$ cat config.mk
export PLATFORM = sky130hd
export DESIGN_NAME = fbx_function_box
export DESIGN_NICKNAME = d
export VERILOG_FILES = /design/src/common/fbx_pkg.sv /design/src/logic/fbx_function_box.sv
export VERILOG_INCLUDE_DIRS = /design/src /design/src/common
export SDC_FILE = /design/constraint.sdc
export NUM_CORES = 1
export LEC_CHECK = 0
export BUFFER_PORTS_ARGS = -buffer_cell sky130_fd_sc_hd__clkbuf_2
export CAP_MARGIN = 20
export CORE_MARGIN = 5
export CORE_UTILIZATION = 30
export DETAILED_ROUTE_END_ITERATION = 8
export GPL_ROUTABILITY_DRIVEN = 0
export PLACE_DENSITY = 0.49
export REMOVE_ABC_BUFFERS = 1
export SLEW_MARGIN = 0
export SYNTH_ARGS = -nofsm -noshare
export SYNTH_HDL_FRONTEND = slang
export SYNTH_SLANG_ARGS = --single-unit
$ cat constraint.sdc
create_clock -name vclk -period 19.3
set_input_delay 1.93 -clock vclk [all_inputs]
set_output_delay 1.93 -clock vclk [all_outputs]
set_load 0.005 [all_outputs]
$ cat src/common/fbx_consts.svh
// Constants for the 24-bit function box: unit codes, field positions, limits.
// Assumes inclusion by bare name from the package and the design file.
`ifndef FBX_CONSTS_SVH
`define FBX_CONSTS_SVH

// ****************************************************************
// Unit type codes
// ****************************************************************
`define FBX_UNIT_BIN      2'h0
`define FBX_UNIT_DEC4     2'h1
`define FBX_UNIT_UNDEF    2'h2
`define FBX_UNIT_DEC8     2'h3

// ****************************************************************
// Widths and limits
// ****************************************************************
`define FBX_WIDTH         24
`define FBX_LEN_MAX       5'h18
`define FBX_BCD_NINE      4'h9
`define FBX_BCD_TEN       5'h0A

// ****************************************************************
// Bit positions inside the condition nibbles
// ****************************************************************
`define FBX_BIC_CARRY     0
`define FBX_BIC_BORROW    1
`define FBX_BIC_CFLAG     2
`define FBX_BIC_YLOW      3
`define FBX_REL_GT        0
`define FBX_REL_LT        1
`define FBX_REL_EQ        2
`define FBX_REL_XTOP      3
`define FBX_ST_XNZ        0
`define FBX_ST_YNZ        1
`define FBX_ST_INT        2
`define FBX_ST_XLOW       3
`define FBX_PI_LOCKOUT    0
`define FBX_PI_NORMAL     1
`define FBX_PI_HIGH       2
`define FBX_PI_MISSING    3
`define FBX_MS_WR_OOB     0
`define FBX_MS_RD_OOB     1
`define FBX_MS_OVERRIDE   2
`define FBX_MS_PARITY     3
`define FBX_PS_CONSOLE    0
`define FBX_PS_IO         1
`define FBX_PS_TIMER      2

// ****************************************************************
// Four-bit manipulate variants
// ****************************************************************
`define FBX_NV_SET        3'h0
`define FBX_NV_AND        3'h1
`define FBX_NV_OR         3'h2
`define FBX_NV_XOR        3'h3
`define FBX_NV_ADD        3'h4
`define FBX_NV_SUB        3'h5
`define FBX_NV_ADD_SKIP   3'h6
`define FBX_NV_SUB_SKIP   3'h7

`endif

$ cat src/common/fbx_pkg.sv
// Types shared by the function box and its neighbours.
// Assumes fbx_consts.svh is on the include path.
`include "fbx_consts.svh"

package fbx_pkg;

  // Low byte of the control register: carry flag, unit type, operand length
  typedef struct packed {
    logic       carry_flag;
    logic [1:0] unit_type;
    logic [4:0] operand_length;
  } fbx_ctrl_s;

  typedef struct packed {
    logic [23:0] sum_result;
    logic [23:0] difference_result;
    logic [23:0] and_result;
    logic [23:0] or_result;
    logic [23:0] xor_result;
    logic [23:0] x_complement;
    logic [23:0] y_complement;
    logic [23:0] x_masked;
    logic [23:0] y_masked;
  } fbx_result_s;

  typedef struct packed {
    logic [3:0] binary_condition_nibble;
    logic [3:0] xy_relation_nibble;
    logic [3:0] xy_state_nibble;
    logic [3:0] port_interrupt_nibble;
  } fbx_cond_s;

  typedef struct packed {
    logic [3:0] operand;
    logic [3:0] literal;
    logic [2:0] variant;
    logic       source_only;
  } fbx_nib_req_s;

  typedef struct packed {
    logic [3:0] result;
    logic       write;
    logic       skip;
  } fbx_nib_ans_s;

endpackage

$ cat src/logic/fbx_function_box.sv
// Arithmetic and combinatorial function box with its condition nibbles
// and the four-bit function box.
// Assumes X, Y and the control byte are held in registers elsewhere; the
// sequencer reads these results by register moves within the same cycle.
//
// Contract
// - Unit type 00 binary bits, 01 four-bit digits, 11 eight-bit units, 10 undefined.
// - All results and conditions are pure combinational logic, no start or wait.
// - Sum is X+Y+carry flag, zero above operand length, binary for type 00.
// - Type 01 adds up to six decimal digits, carrying when a digit exceeds 9.
// - Type 11 adds low nibbles decimally with carries; upper nibbles OR the inputs.
// - Difference is X plus complement of Y and carry flag, zero above length.
// - Borrow-out is set when the difference is negative, over all 24 bits.
// - Type 00 difference is binary, negative values in two's complement.
// - Type 01 difference is decimal with digit borrows, negatives in ten's complement.
// - Type 11 difference: low nibbles decimal, upper bits OR, ten's complement.
// - AND, OR and XOR of X and Y, zero above operand length.
// - One's complement of X and of Y, zero above operand length.
// - Masked X and Y keep only the operand length of low bits.
// - Binary nibble: carry-out, borrow-out, carry flag, Y low-unit flag.
// - Y low-unit: bit 0 set for type 00, low nibble 1001 for 01/11.
// - Carry-out comes from the operand's top position under the operand length.
// - Relation nibble: X>Y, X<Y, X=Y, X top bit; full 24-bit compares.
// - X top-bit flag is the bit of X picked by the operand length.
// - State nibble: X nonzero, Y nonzero, any-interrupt, X low-unit flag.
// - Any-interrupt ORs port normal, high, missing, timer, I/O, console, parity, write OOB; not port lockout or read OOB.
// - X low-unit: bit 0 set for type 00, low nibble 1001 for 01/11.
// - Four-bit box: set, AND, OR, XOR, mod-16 sum and difference with flags.
// - Four-bit result goes back only to its source; condition nibbles never written.
// - Port nibble: lockout, normal, high priority, missing device in bits 0..3.
// - Operand length is five bits, at most 24; larger values are reserved.
// - Memory nibble: write OOB, read OOB, override, parity in bits 0..3.
`include "fbx_consts.svh"

module fbx_function_box (
  input  wire fbx_pkg::fbx_ctrl_s    ctrl_i,       // Carry flag, unit type, length
  input  wire logic [23:0]           x_i,          // X operand register
  input  wire logic [23:0]           y_i,          // Y operand register
  input  wire logic [3:0]            proc_status_i,// Processor status nibble
  input  wire logic [3:0]            mem_status_i, // Memory status nibble
  input  wire logic [3:0]            port_lines_i, // Port interchange condition lines
  input  wire fbx_pkg::fbx_nib_req_s nib_req_i,    // Four-bit manipulate request
  output fbx_pkg::fbx_result_s       result_o,     // 24-bit results
  output fbx_pkg::fbx_cond_s         cond_o,       // Condition nibbles
  output fbx_pkg::fbx_nib_ans_s      nib_ans_o     // Four-bit result, write, skip
);

  // ****************************************************************
  // Helper functions
  // ****************************************************************
  function automatic logic [23:0] len_mask(input logic [4:0] len);
    if (len >= `FBX_LEN_MAX) begin
      len_mask = 24'hFF_FFFF;
    end else begin
      len_mask = 24'(25'h000_0001 << len) - 24'h00_0001;
    end
  endfunction

  // Decimal digit add: returns {carry, digit}
  function automatic logic [4:0] dec_add(input logic [3:0] a, input logic [3:0] b,
                                         input logic cin);
    logic [4:0] s;
    s = {1'b0, a} + {1'b0, b} + {4'h0, cin};
    if (s > {1'b0, `FBX_BCD_NINE}) begin
      dec_add = {1'b1, 4'(s - `FBX_BCD_TEN)};
    end else begin
      dec_add = {1'b0, s[3:0]};
    end
  endfunction

  // Decimal digit subtract: returns {borrow, digit}, ten's complement on borrow
  function automatic logic [4:0] dec_sub(input logic [3:0] a, input logic [3:0] b,
                                         input logic bin);
    logic [4:0] need;
    need = {1'b0, b} + {4'h0, bin};
    if ({1'b0, a} < need) begin
      dec_sub = {1'b1, 4'({1'b0, a} + `FBX_BCD_TEN - need)};
    end else begin
      dec_sub = {1'b0, 4'({1'b0, a} - need)};
    end
  endfunction

  function automatic logic low_unit(input logic [1:0] ut, input logic [3:0] v);
    case (ut)
      `FBX_UNIT_BIN:                low_unit = v[0];
      `FBX_UNIT_DEC4, `FBX_UNIT_DEC8: low_unit = (v == `FBX_BCD_NINE);
      default:                      low_unit = 1'b0;
    endcase
  endfunction

  // ****************************************************************
  // Arithmetic unit
  // ****************************************************************
  // Every path below is combinational so a move into X, Y or the control
  // byte is seen by the very next micro-instruction.
  logic [23:0] mask;
  logic [23:0] xm;
  logic [23:0] ym;
  logic [24:0] bin_sum;
  logic [23:0] bin_dif;
  logic [23:0] d4_sum;
  logic [23:0] d4_dif;
  logic [23:0] d8_sum;
  logic [23:0] d8_dif;
  logic [6:0]  d4_cy;
  logic [6:0]  d4_bw;
  logic [3:0]  d8_cy;
  logic [3:0]  d8_bw;
  logic [4:0]  dig;
  logic [2:0]  d4_idx;
  logic [2:0]  d8_idx;
  logic [4:0]  len;
  logic [23:0] sum_r;
  logic [23:0] dif_r;
  logic        carry_out;
  logic        borrow_out;
  logic        cf;

  always_comb begin
    len    = ctrl_i.operand_length;
    cf     = ctrl_i.carry_flag;
    mask   = len_mask(len);
    xm     = x_i & mask;
    ym     = y_i & mask;
    // Binary path
    bin_sum = {1'b0, xm} + {1'b0, ym} + {24'h00_0000, cf};
    // X + ~Y + ~CF is the same as X - Y - CF modulo 2^24
    bin_dif = (xm + (~ym) + {23'h00_0000, ~cf}) & mask;
    // Four-bit decimal chain
    d4_cy[0] = cf;
    d4_bw[0] = cf;
    d4_sum   = 24'h00_0000;
    d4_dif   = 24'h00_0000;
    for (int i = 0; i < 6; i++) begin
      dig                = dec_add(xm[4*i +: 4], ym[4*i +: 4], d4_cy[i]);
      d4_sum[4*i +: 4]   = dig[3:0];
      d4_cy[i+1]         = dig[4];
      dig                = dec_sub(xm[4*i +: 4], ym[4*i +: 4], d4_bw[i]);
      d4_dif[4*i +: 4]   = dig[3:0];
      d4_bw[i+1]         = dig[4];
    end
    // Eight-bit unit chain: decimal low nibble, OR of upper nibble
    d8_cy[0] = cf;
    d8_bw[0] = cf;
    d8_sum   = 24'h00_0000;
    d8_dif   = 24'h00_0000;
    for (int i = 0; i < 3; i++) begin
      dig                  = dec_add(xm[8*i +: 4], ym[8*i +: 4], d8_cy[i]);
      d8_sum[8*i +: 4]     = dig[3:0];
      d8_cy[i+1]           = dig[4];
      d8_sum[8*i+4 +: 4]   = xm[8*i+4 +: 4] | ym[8*i+4 +: 4];
      dig                  = dec_sub(xm[8*i +: 4], ym[8*i +: 4], d8_bw[i]);
      d8_dif[8*i +: 4]     = dig[3:0];
      d8_bw[i+1]           = dig[4];
      d8_dif[8*i+4 +: 4]   = xm[8*i+4 +: 4] | ym[8*i+4 +: 4];
    end
    // Carry index just above the top unit: the last whole digit for type 01, the last unit the length reaches into for type 11
    d4_idx = (len >= `FBX_LEN_MAX) ? 3'h6 : len[4:2];
    d8_idx = (len >= `FBX_LEN_MAX) ? 3'h3 : 3'((len + 5'h07) >> 3);
    // Result select by unit type
    case (ctrl_i.unit_type)
      `FBX_UNIT_BIN: begin
        sum_r     = bin_sum[23:0] & mask;
        dif_r     = bin_dif;
        carry_out = (len >= `FBX_LEN_MAX) ? bin_sum[24] : bin_sum[len];
      end
      `FBX_UNIT_DEC4: begin
        sum_r     = d4_sum & mask;
        dif_r     = d4_dif & mask;
        carry_out = d4_cy[d4_idx];
      end
      `FBX_UNIT_DEC8: begin
        sum_r     = d8_sum & mask;
        dif_r     = d8_dif & mask;
        carry_out = d8_cy[d8_idx[1:0]];
      end
      default: begin
        sum_r     = 24'h00_0000;
        dif_r     = 24'h00_0000;
        carry_out = 1'b0;
      end
    endcase
    // Sign of the full 24-bit difference, independent of the length
    borrow_out = ({1'b0, x_i} < ({1'b0, y_i} + {24'h00_0000, cf}));
  end

  // ****************************************************************
  // Conditions and 24-bit results
  // ****************************************************************
  logic any_int;
  logic x_top;

  always_comb begin
    // Read out-of-bounds and the override deliberately stay out
    any_int = port_lines_i[`FBX_PI_MISSING] | port_lines_i[`FBX_PI_NORMAL] |
              port_lines_i[`FBX_PI_HIGH]    | proc_status_i[`FBX_PS_TIMER] |
              proc_status_i[`FBX_PS_IO]     | proc_status_i[`FBX_PS_CONSOLE] |
              mem_status_i[`FBX_MS_PARITY]  | mem_status_i[`FBX_MS_WR_OOB];
    // Length 0 or reserved lengths select no bit
    if (len == 5'h00 || len > `FBX_LEN_MAX) begin
      x_top = 1'b0;
    end else begin
      x_top = x_i[len - 5'h01];
    end

    result_o.sum_result        = sum_r;
    result_o.difference_result = dif_r;
    result_o.and_result        = (x_i & y_i) & mask;
    result_o.or_result         = (x_i | y_i) & mask;
    result_o.xor_result        = (x_i ^ y_i) & mask;
    result_o.x_complement      = (~x_i) & mask;
    result_o.y_complement      = (~y_i) & mask;
    result_o.x_masked          = xm;
    result_o.y_masked          = ym;

    cond_o.binary_condition_nibble[`FBX_BIC_CARRY]  = carry_out;
    cond_o.binary_condition_nibble[`FBX_BIC_BORROW] = borrow_out;
    cond_o.binary_condition_nibble[`FBX_BIC_CFLAG]  = cf;
    cond_o.binary_condition_nibble[`FBX_BIC_YLOW]   =
      low_unit(ctrl_i.unit_type, y_i[3:0]);

    cond_o.xy_relation_nibble[`FBX_REL_GT]   = (x_i > y_i);
    cond_o.xy_relation_nibble[`FBX_REL_LT]   = (x_i < y_i);
    cond_o.xy_relation_nibble[`FBX_REL_EQ]   = (x_i == y_i);
    cond_o.xy_relation_nibble[`FBX_REL_XTOP] = x_top;

    cond_o.xy_state_nibble[`FBX_ST_XNZ]  = |x_i;
    cond_o.xy_state_nibble[`FBX_ST_YNZ]  = |y_i;
    cond_o.xy_state_nibble[`FBX_ST_INT]  = any_int;
    cond_o.xy_state_nibble[`FBX_ST_XLOW] =
      low_unit(ctrl_i.unit_type, x_i[3:0]);

    cond_o.port_interrupt_nibble = port_lines_i;
  end

  // ****************************************************************
  // Four-bit function box
  // ****************************************************************
  logic [4:0] nsum;
  logic [4:0] ndif;

  always_comb begin
    nsum = {1'b0, nib_req_i.operand} + {1'b0, nib_req_i.literal};
    ndif = {1'b0, nib_req_i.operand} - {1'b0, nib_req_i.literal};
    nib_ans_o.skip = 1'b0;
    case (nib_req_i.variant)
      `FBX_NV_SET: nib_ans_o.result = nib_req_i.literal;
      `FBX_NV_AND: nib_ans_o.result = nib_req_i.operand & nib_req_i.literal;
      `FBX_NV_OR:  nib_ans_o.result = nib_req_i.operand | nib_req_i.literal;
      `FBX_NV_XOR: nib_ans_o.result = nib_req_i.operand ^ nib_req_i.literal;
      `FBX_NV_ADD: nib_ans_o.result = nsum[3:0];
      `FBX_NV_SUB: nib_ans_o.result = ndif[3:0];
      `FBX_NV_ADD_SKIP: begin
        nib_ans_o.result = nsum[3:0];
        nib_ans_o.skip   = nsum[4];
      end
      `FBX_NV_SUB_SKIP: begin
        nib_ans_o.result = ndif[3:0];
        nib_ans_o.skip   = ndif[4];
      end
      default: nib_ans_o.result = nib_req_i.operand;
    endcase
    // Result may only return to its own source, and source-only
    // registers such as the condition nibbles are never written.
    nib_ans_o.write = ~nib_req_i.source_only;
  end

endmodule // fbx_function_box

== After elaboration in Yosys (flattened, before gate mapping) ==
Cells that the tools add are included.
Word-level totals
  flip-flop bits (word level): 0
  logic and storage cells: 179
Operators by class
  mux-type cells: 36
  equality and inequality tests: 12
  reduce and logical (&&, ||, !) cells: 9
  $lt $le $gt $ge: 25
  add/sub/neg operators: 62
  shift operators: 1
  bitwise gates (word level): 34
Operators by type and width (count)
  24-bit bitwise AND: 14
  24-bit one-hot mux with 3 select lines: 2
  24-bit inverter: 3
  5-bit two-way mux: 14
  4-bit subtractor: 16
  24-bit OR reduction: 2
  4-bit by 1-bit adder with 5-bit output: 8
  5-bit by 1-bit adder with 5-bit output: 8
  5-bit by 4-bit > comparator with 1-bit output (second input constant): 8
  4-bit by 5-bit < comparator with 1-bit output: 8
  4-bit by 4-bit adder with 5-bit output: 7
  4-bit subtractor (second input constant): 8
  24-bit by 1-bit adder with 25-bit output: 1
  24-bit by 24-bit adder with 25-bit output: 1
  25-bit by 1-bit adder with 25-bit output: 1
  24-bit by 25-bit < comparator with 1-bit output: 1
  24-bit by 1-bit adder with 24-bit output: 1
  24-bit adder: 1
  4-bit adder (second input constant): 6
  24-bit == test: 1
  24-bit > comparator: 1
  24-bit < comparator: 1
  24-bit two-way mux: 1
  24-bit OR: 1
  37 further kinds: 64

== Depth between registers and ports, before layout ==
Gate-level depths: netlist of run 1.
  depth in word-level cells: 26
  gate-level depth with buffers: 68
  depth with buffers taken out: 64

== Worst setup path before layout of run 1 ==
Ideal clock, no wire load.
  kind: input -> output
  start point: input port ctrl_i[1] (netlist name)
  end point: output port cond_o[12] (netlist name)
  path buffers: 7
  stages: 54
  required time: 17.370 ns
  data arrival time: 13.218 ns
  slack: 4.152 ns
  cell sequence: clkbuf_1 inv_1 ha_1 clkbuf_1 clkbuf_1 and2_1 clkbuf_1 inv_1 ha_1 and2_1 clkbuf_1 nor2_1 inv_1 fa_1 xnor2_1 ha_1 a21boi_0 a311oi_1 [... 18 more ...] ha_1 ha_1 nor2_1 o21a_1 nor3_1 fa_1 inv_1 fa_1 xnor2_1 ha_1 a22oi_1 a211oi_1 nand2_1 o211ai_1 o21ai_0 o211ai_1 o211ai_2 buf_4
RTL lines
  start, declared: RTL line fbx_function_box.sv:36  | input wire fbx_pkg::fbx_ctrl_s ctrl_i,
  end, declared: RTL line fbx_function_box.sv:44  | output fbx_pkg::fbx_cond_s cond_o,

==> results.py, run 1 <==
metrics = {
    "layout": {
        "layout-drive-gt1-share_pct": 18.53,
        "clkbuf_count": 0,
        "syn_to_final_growth_pct": 16.14,
        "seq_cell_count": 0,
        "layout_common_cells": "313 x clkbuf_2, 257 x ha_1, 216 x nor2_1",
        "fin_cells": 2605,
        "fin_nets": 2427,
        "final_common_cell": "clkbuf_2",
        "regArea_um2": 0,
    },
    "power": {
        "peakVddDrop_v": 0.00002177,
        "p_leak_nw": 7.495,
        "p_comb_share_pct": 100.0,
        "powerDensity_nw_per_um2": 57.51,
        "p_sw_w": 0.0004984,
        "power.internal_w": 0.0003462,
        "clockPowerShare_pct": 0,
        "p_sw_share_pct": 59.01,
        "seq_power_share_pct": 0,
    },
    "critical_path": {
        "end_kind": "primary output",
        "path_class": "in -> out",
        "critPathTopFamily": "adder cells",
        "cp_slowest_stage_delay_ns": 0.71,
        "critPathMaxFanout": 24,
        "cp.arrival_ns": 15.47,
        "cp.depth": 52,
        "path_buf_inv": 9,
        "cpMaxStageDelayCell": "nor3_1",
        "worstSetupStartpointType": "primary input",
        "crit_required_ns": 17.37,
        "path_common_cell": "ha_1",
    },
    "timing": {
        "tns_ns": 0,
        "slew_viol_final": 0,
        "worst_pin_slew_ns": 1.098,
        "relSlewSlack_pct": 26.70,
        "period_needed_ns": 17.40,
        "min_period_over_period_pct": 90.17,
        "fmax_mhz": 57.46,
        "hold_viol": 0,
        "setup_viol": 0,
        "rsz0062_at_grt": "no",
    },
    "floorplanning": {
        "die-area_um2": 46350,
        "dieHeight_um": 215.3,
        "core-area_um2": 41850,
        "start_util_pct": 30.21,
        "core.rowCount": 75,
        "chipWidth_um": 215.3,
        "boundaryPins": 318,
    },
    "synth": {
        "postSynthCellCount": 1813,
        "ys_warn_count": 0,
        "synth_area_um2": 12640,
        "ys_seq_area_share_pct": 0,
        "syn_avg_cell_area_um2": 6.974,
        "synth_cell_type_count": 93,
    },
    "drt": {
        "routed_wl_um": 57990,
        "wl_per_cell_um": 22.26,
        "drt-initial-drc-count": 1073,
        "first_pass_iters": 6,
        "via_per_inst": 5.499,
        "drc_errors": 0,
        "ant_nets": 0,
        "vias": 14330,
    },
    "placement": {
        "dp_cells": 2601,
        "io_buffers": 313,
        "dp_hpwl_um": 47980,
    },
    "status": {
        "status": "finished clean",
    },
    "global_route": {
        "antenna_found_initial": 4,
        "gr-total-overflow": 0,
        "grt_pass1_wl_um": 86110,
        "grtUsageTotal_pct": 23.48,
        "grt_max_degree": 60,
        "grt_pass1_vias": 13710,
    },
    "clock_network": {
        "hold_buffers": 0,
        "cts_repair_resize_count": 0,
        "cts_setup_buffers": 0,
    },
    "worst_hold_path": {
        "min_path_cells": 0,
        "min_path_type": "in -> out",
    },
    "flow_run": {
        "drv_cap": 0,
    },
}
## synth_stat cells (7+ instances only)
cell / instances / area (µm²)
fa_1: 26 / 520.5
a211oi_1: 16 / 120.1
o21bai_1: 18 / 135.1
a21oi_1: 137 / 685.7
mux4_2: 10 / 225.2
mux2i_1: 24 / 240.2
a31oi_1: 14 / 87.58
and2_1: 50 / 312.8
nand4_1: 12 / 75.07
nand3_1: 43 / 215.2
or3_1: 10 / 62.56
a211o_1: 7 / 61.31
o22ai_1: 7 / 43.79
nor4_1: 28 / 175.2
nor2_1: 217 / 814.5
o21ai_0: 78 / 390.4
o211ai_1: 13 / 97.59
a221oi_1: 10 / 87.58
nor2b_1: 27 / 168.9
nand2_1: 115 / 431.7
nand2b_1: 23 / 143.9
mux2_2: 9 / 101.4
xnor2_1: 112 / 980.9
nor3_1: 41 / 205.2
a21o_1: 48 / 360.4
ha_1: 257 / 3216
o21a_1: 12 / 90.09
xor2_1: 25 / 219.0
buf_1: 10 / 37.54
clkbuf_1: 61 / 229.0
or2_2: 7 / 43.79
buf_4: 10 / 75.07
and3_1: 8 / 50.05
a22oi_1: 7 / 52.55
inv_1: 199 / 747.0
## power groups by stage
stage	combinational (W)	clock (W)	sequential (W)
after floorplan	0.000560	0	0
after global placement	0.000828	0	0
after detailed placement	0.000835	0	0
after CTS	0.000841	0	0
after global routing	0.000934	0.0000000000208	0
final	0.000845	0.0000000000172	0
## per-stage QoR
stage / power (W) / setup slack [ns] / instance area [µm²] / utilization (%) / hold WS (ns)
floorplan: 0.0005602 / 4.665 / 12280 / - / 3.860
global placement: 0.0008285 / 2.363 / 14680 / 35.06 / 3.860
detailed placement: 0.0008354 / 2.224 / 14680 / 35.06 / 3.860
CTS: 0.0008413 / 2.180 / 14680 / 35.06 / 3.860
global route: 0.0009340 / 1.039 / 14680 / 35.08 / 3.860
finish: 0.0008446 / 1.898 / 14690 / 35.09 / 3.860
## layout make-up
| type | instances | area, µm² |
|---|---|---|
| Fill cell | 4653 | 27170 |
| Antenna cell | 4 | 10.01 |
| Tap cell | 539 | 674.4 |
| Inverter | 204 | 765.7 |
| Timing Repair Buffer | 333 | 1717 |
| Multi-Input combinational cell | 1525 | 11520 |
## per-layer routing
metal / global-route usage (%) / share of wire [%] / up-vias
met1: 32.39 / 44 / 6813
li1: - / - / 6815
met2: 38.21 / 45 / 603
met5: 0 / 0.038 / -
met4: 7.083 / 3.6 / 4
met3: 3.124 / 7.2 / 90
## cell families (layout without fill, tap and decap cells)
family	Yosys count	in the layout	share of synthesized area [%]
buffers and inverters	288	537	8.925
AND/OR/NAND/NOR	607	607	23.16
AO/OA/AOI/OAI	450	450	23.69
XOR/XNOR	140	140	10.02
other	0	4	0
adder cells (fa/ha/maj)	284	284	29.63
multiplexers	44	44	4.572
## path summary, 6_finish.rpt
kind	from	end	slack (ns)
setup / recovery	ctrl_i[0]	result_o[215]	1.90
hold / removal	port_lines_i[0]	cond_o[0]	3.86
Power figures use the tool's default switching activity.
==> inputs of run 2 (changes only) <==
--- a/config.mk
+++ b/config.mk
@@ -6,13 +6,14 @@
 export SDC_FILE = /design/constraint.sdc
 export NUM_CORES = 1
 export LEC_CHECK = 0
+export ABC_AREA = 1
 export BUFFER_PORTS_ARGS = -buffer_cell sky130_fd_sc_hd__clkbuf_2
 export CAP_MARGIN = 20
 export CORE_MARGIN = 5
-export CORE_UTILIZATION = 30
+export CORE_UTILIZATION = 58
 export DETAILED_ROUTE_END_ITERATION = 8
 export GPL_ROUTABILITY_DRIVEN = 0
-export PLACE_DENSITY = 0.49
+export PLACE_DENSITY = 0.85
 export REMOVE_ABC_BUFFERS = 1
 export SLEW_MARGIN = 0
 export SYNTH_ARGS = -nofsm -noshare
==> run 2 against run 1 <==
  * Critical path depth rose by 10
  * Via count is 15% higher
  * Sequential share of layout area stayed put
  * Count of clock-buffer cells in the layout did not move
  * Combinational power up 5.1%
  * Worst setup slack better by 1.1 ns
  * Sequential cell count did not move
  * Total power increased by 5.1%
  * Cell count up 6.5%
  * Hold slack did not move
  * Die area shrank 45%
  * Design area grew 0.30%
  * Largest cell class unchanged
==> results.py, run 2 <==
metrics = {
    "synth": {
        "ys_warn_count": 0,
        "ys_top_cells_by_count": "412 x nand2_1, 377 x inv_1, 322 x nor2_1, 257 x ha_1, 162 x nand3_1",
        "ys_seq_area_share_pct": 0,
        "synth_cell_type_count": 60,
        "yosys-top-cells-area": "ha_1 25%, nand2_1 12%, inv_1 11%",
        "yosysTopAreaCellShare_pct": 24.74,
        "postSynthCellCount": 2220,
        "synth_area_um2": 12990,
        "synth_most_common_cell": "nand2_1",
        "syn_avg_cell_area_um2": 5.854,
        "synth_top_cell_by_area": "ha_1",
    },
    "critical_path": {
        "end_kind": "primary output",
        "path_class": "in -> out",
        "worstSetupStartpointType": "primary input",
        "critPathMaxFanout": 30,
        "cpMaxStageDelayCell": "inv_2",
        "cp_slowest_stage_delay_ns": 0.61,
        "crit_required_ns": 17.37,
        "cp.arrival_ns": 14.37,
        "path_common_cell": "inv_1",
    },
    "floorplanning": {
        "die-area_um2": 25500,
        "core-area_um2": 21960,
        "start_util_pct": 59.18,
        "core.rowCount": 54,
        "boundaryPins": 318,
        "dieHeight_um": 159.7,
        "chipWidth_um": 159.7,
    },
    "clock_network": {
        "hold_buffers": 0,
        "cts_repair_resize_count": 0,
        "cts_setup_buffers": 0,
    },
    "timing": {
        "relSlewSlack_pct": 26.86,
        "slew_viol_final": 0,
        "setup_viol": 0,
        "tns_ns": 0,
        "min_period_over_period_pct": 84.47,
        "fmax_mhz": 61.34,
        "period_needed_ns": 16.30,
        "hold_viol": 0,
        "setup_slack_ns": 2.997,
        "rsz0062_at_grt": "no",
        "worst_pin_slew_ns": 1.069,
    },
    "drt": {
        "wl_per_cell_um": 17.83,
        "first_pass_iters": 6,
        "vias": 16530,
        "ant_nets": 0,
        "drt-initial-drc-count": 1875,
        "via_per_inst": 5.958,
        "drc_errors": 0,
        "routed_wl_um": 49480,
    },
    "power": {
        "powerDensity_nw_per_um2": 60.26,
        "peakVddDrop_v": 0.00003370,
        "p_leak_nw": 8.794,
    },
    "global_route": {
        "grtUsageTotal_pct": 36.70,
        "gr-total-overflow": 0,
        "antenna_found_initial": 1,
        "grt_max_degree": 44,
        "met1_usage_pct": 45.43,
        "grt_pass1_vias": 16000,
        "use_met3_pct": 8.325,
        "busiest_layer": "met2",
        "grt_use_met2_pct": 60.62,
        "grt_pass1_wl_um": 78960,
    },
    "layout": {
        "regArea_um2": 0,
        "clkbuf_count": 0,
        "fin_nets": 2860,
        "syn_to_final_growth_pct": 13.34,
        "layout_common_cells": "412 x nand2_1, 377 x inv_1, 322 x nor2_1",
        "final_common_cell": "nand2_1",
        "seq_cell_count": 0,
        "diodes": 0,
        "layout-drive-gt1-share_pct": 16.63,
    },
    "flow_run": {
        "drv_cap": 0,
    },
    "worst_hold_path": {
        "min_from": "port_lines_i[0]",
        "min_path_cells": 0,
        "hold_end": "cond_o[0]",
        "min_path_type": "in -> out",
    },
    "placement": {
        "io_buffers": 313,
        "dp_hpwl_um": 41420,
        "pre_cts_ws_ns": 3.405,
    },
    "status": {
        "status": "finished clean",
    },
}
run 2: cell types whose count changed in the layout (fill, tap and decap cells not counted), moves of 27 or more:
| cell | change |
|---|---|
| nand2_1 | +297 |
| xnor2_1 | -91 |
| nand3_1 | +119 |
| o21ai_0 | +27 |
| a21o_1 | -38 |
| nor2_1 | +106 |
| inv_1 | +178 |
| nor2b_1 | -27 |
| xor2_1 | +44 |
| and2_1 | -50 |
run 2: layout make-up:
type	count	area [µm²]
multi-input cells	1776	11260
fillers	2111	7229
inverters	400	1506
well taps	280	350.3
repair buffers	319	1612
run 2: worst max path at each step:
stage,startpoint,to,slack (ns),cells after the start
2_1_floorplan,ctrl_i[0],result_o[191],5.70,63
3_3_place_gp,ctrl_i[0],result_o[191],3.80,65
3_5_place_dp,ctrl_i[0],result_o[215],3.41,62
4_1_cts,ctrl_i[0],result_o[191],3.37,65
5_1_grt,ctrl_i[0],result_o[215],2.24,62
6_report,ctrl_i[0],result_o[215],3.00,62
run 2: report_power, final:
part | internal (W) | leakage (nW) | total [W] | switching [W]
combinational | 0.000319 | 8.79 | 0.000888 | 0.000569
clock | 0 | 0 | 0 | 0
sequential | 0 | 0 | 0 | 0
total | 0.000319 | 8.79 | 0.000888 | 0.000569
run 2: cells by family (layout without fill, tap and decap cells):
family,count (synthesis),in the layout,synth area share [%]
buffers and inverters,444,719,13.34
adder cells (fa/ha/maj),283,283,28.75
AND/OR/NAND/NOR,1040,1040,35.64
XOR/XNOR,91,91,6.191
AO/OA/AOI/OAI,362,362,16.07
run 2: worst max-delay path: cells and delay by family:
kind / cells / cell delay (ns)
buffers and inverters: 16 / 2.44
AOI/OAI and AO/OA: 4 / 0.80
and+or+nand+nor: 20 / 3.39
adders and majority gates: 15 / 4.33
xor gates and xnor gates: 7 / 1.46
run 2: layer usage:
metal,wire (µm),vias up
li1,-,7732
met1,18380,7423
met2,21740,1142
met3,6536,234
met4,2811,2
met5,12,-
run 2: per-stage QoR:
| step | util [%] | total power, W | hold WS (ns) | instances | cell area, µm² |
|---|---|---|---|---|---|
| detailed placement | 67.08 | 0.0008611 | 3.860 | 2775 | 14730 |
| global placement | 67.08 | 0.0008277 | 3.860 | 2775 | 14730 |
| finish | 67.08 | 0.0008875 | 3.860 | 2775 | 14730 |
| global route | 67.08 | 0.0009848 | 3.860 | 2775 | 14730 |
| floorplan | - | 0.0005933 | 3.860 | 2176 | 12770 |
| CTS | 67.08 | 0.0008667 | 3.860 | 2775 | 14730 |
==> inputs of run 3 (changes only) <==
--- a/config.mk
+++ b/config.mk
@@ -10,10 +10,10 @@
 export BUFFER_PORTS_ARGS = -buffer_cell sky130_fd_sc_hd__clkbuf_2
 export CAP_MARGIN = 20
 export CORE_MARGIN = 5
-export CORE_UTILIZATION = 58
+export CORE_UTILIZATION = 52
 export DETAILED_ROUTE_END_ITERATION = 8
 export GPL_ROUTABILITY_DRIVEN = 0
-export PLACE_DENSITY = 0.85
+export PLACE_DENSITY = 0.8
 export REMOVE_ABC_BUFFERS = 1
 export SLEW_MARGIN = 0
 export SYNTH_ARGS = -nofsm -noshare
==> constraint.sdc (replaced) <==
create_clock -name vclk -period 14.02
set_input_delay 1.402 -clock vclk [all_inputs]
set_output_delay 1.402 -clock vclk [all_outputs]
set_load 0.005 [all_outputs]
==> run 3 against run 2 <==
  * Via count fell by 1.5%
  * Die area rose by 11%
  * Critical endpoint unchanged
  * Core utilization fell by 5.9 points
  * Largest cell class unchanged
  * Sequential cell count did not move
  * Highest routed layer unchanged
==> results.py, run 3 (same netlist as run 2, synthesis figures left out) <==
metrics = {
    "layout": {
        "syn_to_final_growth_pct": 15.15,
        "fin_nets": 2872,
        "seq_cell_count": 0,
        "final_common_cell": "nand2_1",
        "post-route-util_pct": 61.17,
        "clkbuf_count": 0,
        "final_cell_area_um2": 14960,
        "regArea_um2": 0,
        "layout-drive-gt1-share_pct": 17.71,
        "layout_common_cells": "411 x nand2_1, 374 x inv_1, 318 x nor2_1",
    },
    "drt": {
        "wl_met2_um": 22310,
        "drt-met1-wl_um": 19450,
        "routed_wl_um": 50210,
        "drc_errors": 0,
        "drt-initial-drc-count": 1687,
        "ant_nets": 0,
        "vias": 16290,
        "wl_per_cell_um": 17.73,
        "top_layer": "met5",
        "first_pass_iters": 6,
        "via_per_inst": 5.753,
        "wl_met3_um": 5893,
    },
    "global_route": {
        "grtUsageTotal_pct": 33.10,
        "gr-total-overflow": 0,
        "grt_pass1_wl_um": 77850,
        "grt_pass1_vias": 15160,
        "grt_max_degree": 44,
        "antenna_found_initial": 1,
    },
    "critical_path": {
        "critPathTopFamily": "adder cells",
        "end_kind": "primary output",
        "path_common_cell": "inv_1",
        "path_class": "in -> out",
        "crit_required_ns": 12.62,
        "worstSetupStartpointType": "primary input",
        "cp_slowest_stage_delay_ns": 0.45,
        "cpMaxStageDelayCell": "fa_1",
        "cp.arrival_ns": 12.16,
        "path_buf_inv": 17,
        "critPathMaxFanout": 18,
    },
    "timing": {
        "period_needed_ns": 13.56,
        "worst_pin_slew_ns": 1.098,
        "slew_viol_final": 0,
        "tns_ns": 0,
        "setup_viol": 0,
        "setup_slack_ns": 0.4625,
        "hold_viol": 0,
        "min_period_over_period_pct": 96.70,
        "relSlewSlack_pct": 24.89,
        "fmax_mhz": 73.76,
    },
    "placement": {
        "pre_cts_ws_ns": 0.2750,
        "dp_hpwl_um": 42280,
        "io_buffers": 313,
        "place_area_um2": 14850,
    },
    "flow_run": {
        "drv_cap": 0,
    },
    "floorplanning": {
        "boundaryPins": 318,
        "start_util_pct": 53.12,
        "core.rowCount": 57,
        "dieHeight_um": 168.1,
        "die-area_um2": 28250,
        "chipWidth_um": 168.1,
        "core-area_um2": 24460,
    },
    "status": {
        "status": "finished clean",
    },
    "worst_hold_path": {
        "min_path_type": "in -> out",
    },
    "clock_network": {
        "hold_buffers": 0,
    },
}
-- run 3: area by class of cell --
type,instances,area [µm²]
Antenna cell,1,2.502
Multi-Input combinational cell,1776,11320
Fill cell,2410,9499
Tap cell,324,405.4
Inverter,400,1518
Timing Repair Buffer,331,1714
-- run 3: path summary, 6_finish.rpt --
| path | startpoint | endpoint | slack [ns] | cells after the start |
|---|---|---|---|---|
| setup / recovery | ctrl_i[0] | result_o[215] | 0.46 | 62 |
| hold / removal | port_lines_i[0] | cond_o[0] | 2.80 | 0 |
-- run 3: per-layer routing --
metal | GRT usage [%] | vias to the layer above
li1 | - | 7760
met1 | 42.45 | 7291
met2 | 55.85 | 1018
met3 | 5.510 | 221
met4 | 12.17 | 2
met5 | 0 | -
-- run 3: repair_timing --
action,CTS,global route
endpoints found under the setup margin,0,8
hold endpoints to repair,0,0
buffers inserted,0,3
resized for setup,0,25
-- run 3: through the flow --
| step | hold WS [ns] | cells |
|---|---|---|
| floorplan | 2.804 | 2176 |
| global placement | 2.804 | 2828 |
| detailed placement | 2.804 | 2828 |
| CTS | 2.804 | 2828 |
| global route | 2.804 | 2831 |
| finish | 2.804 | 2832 |
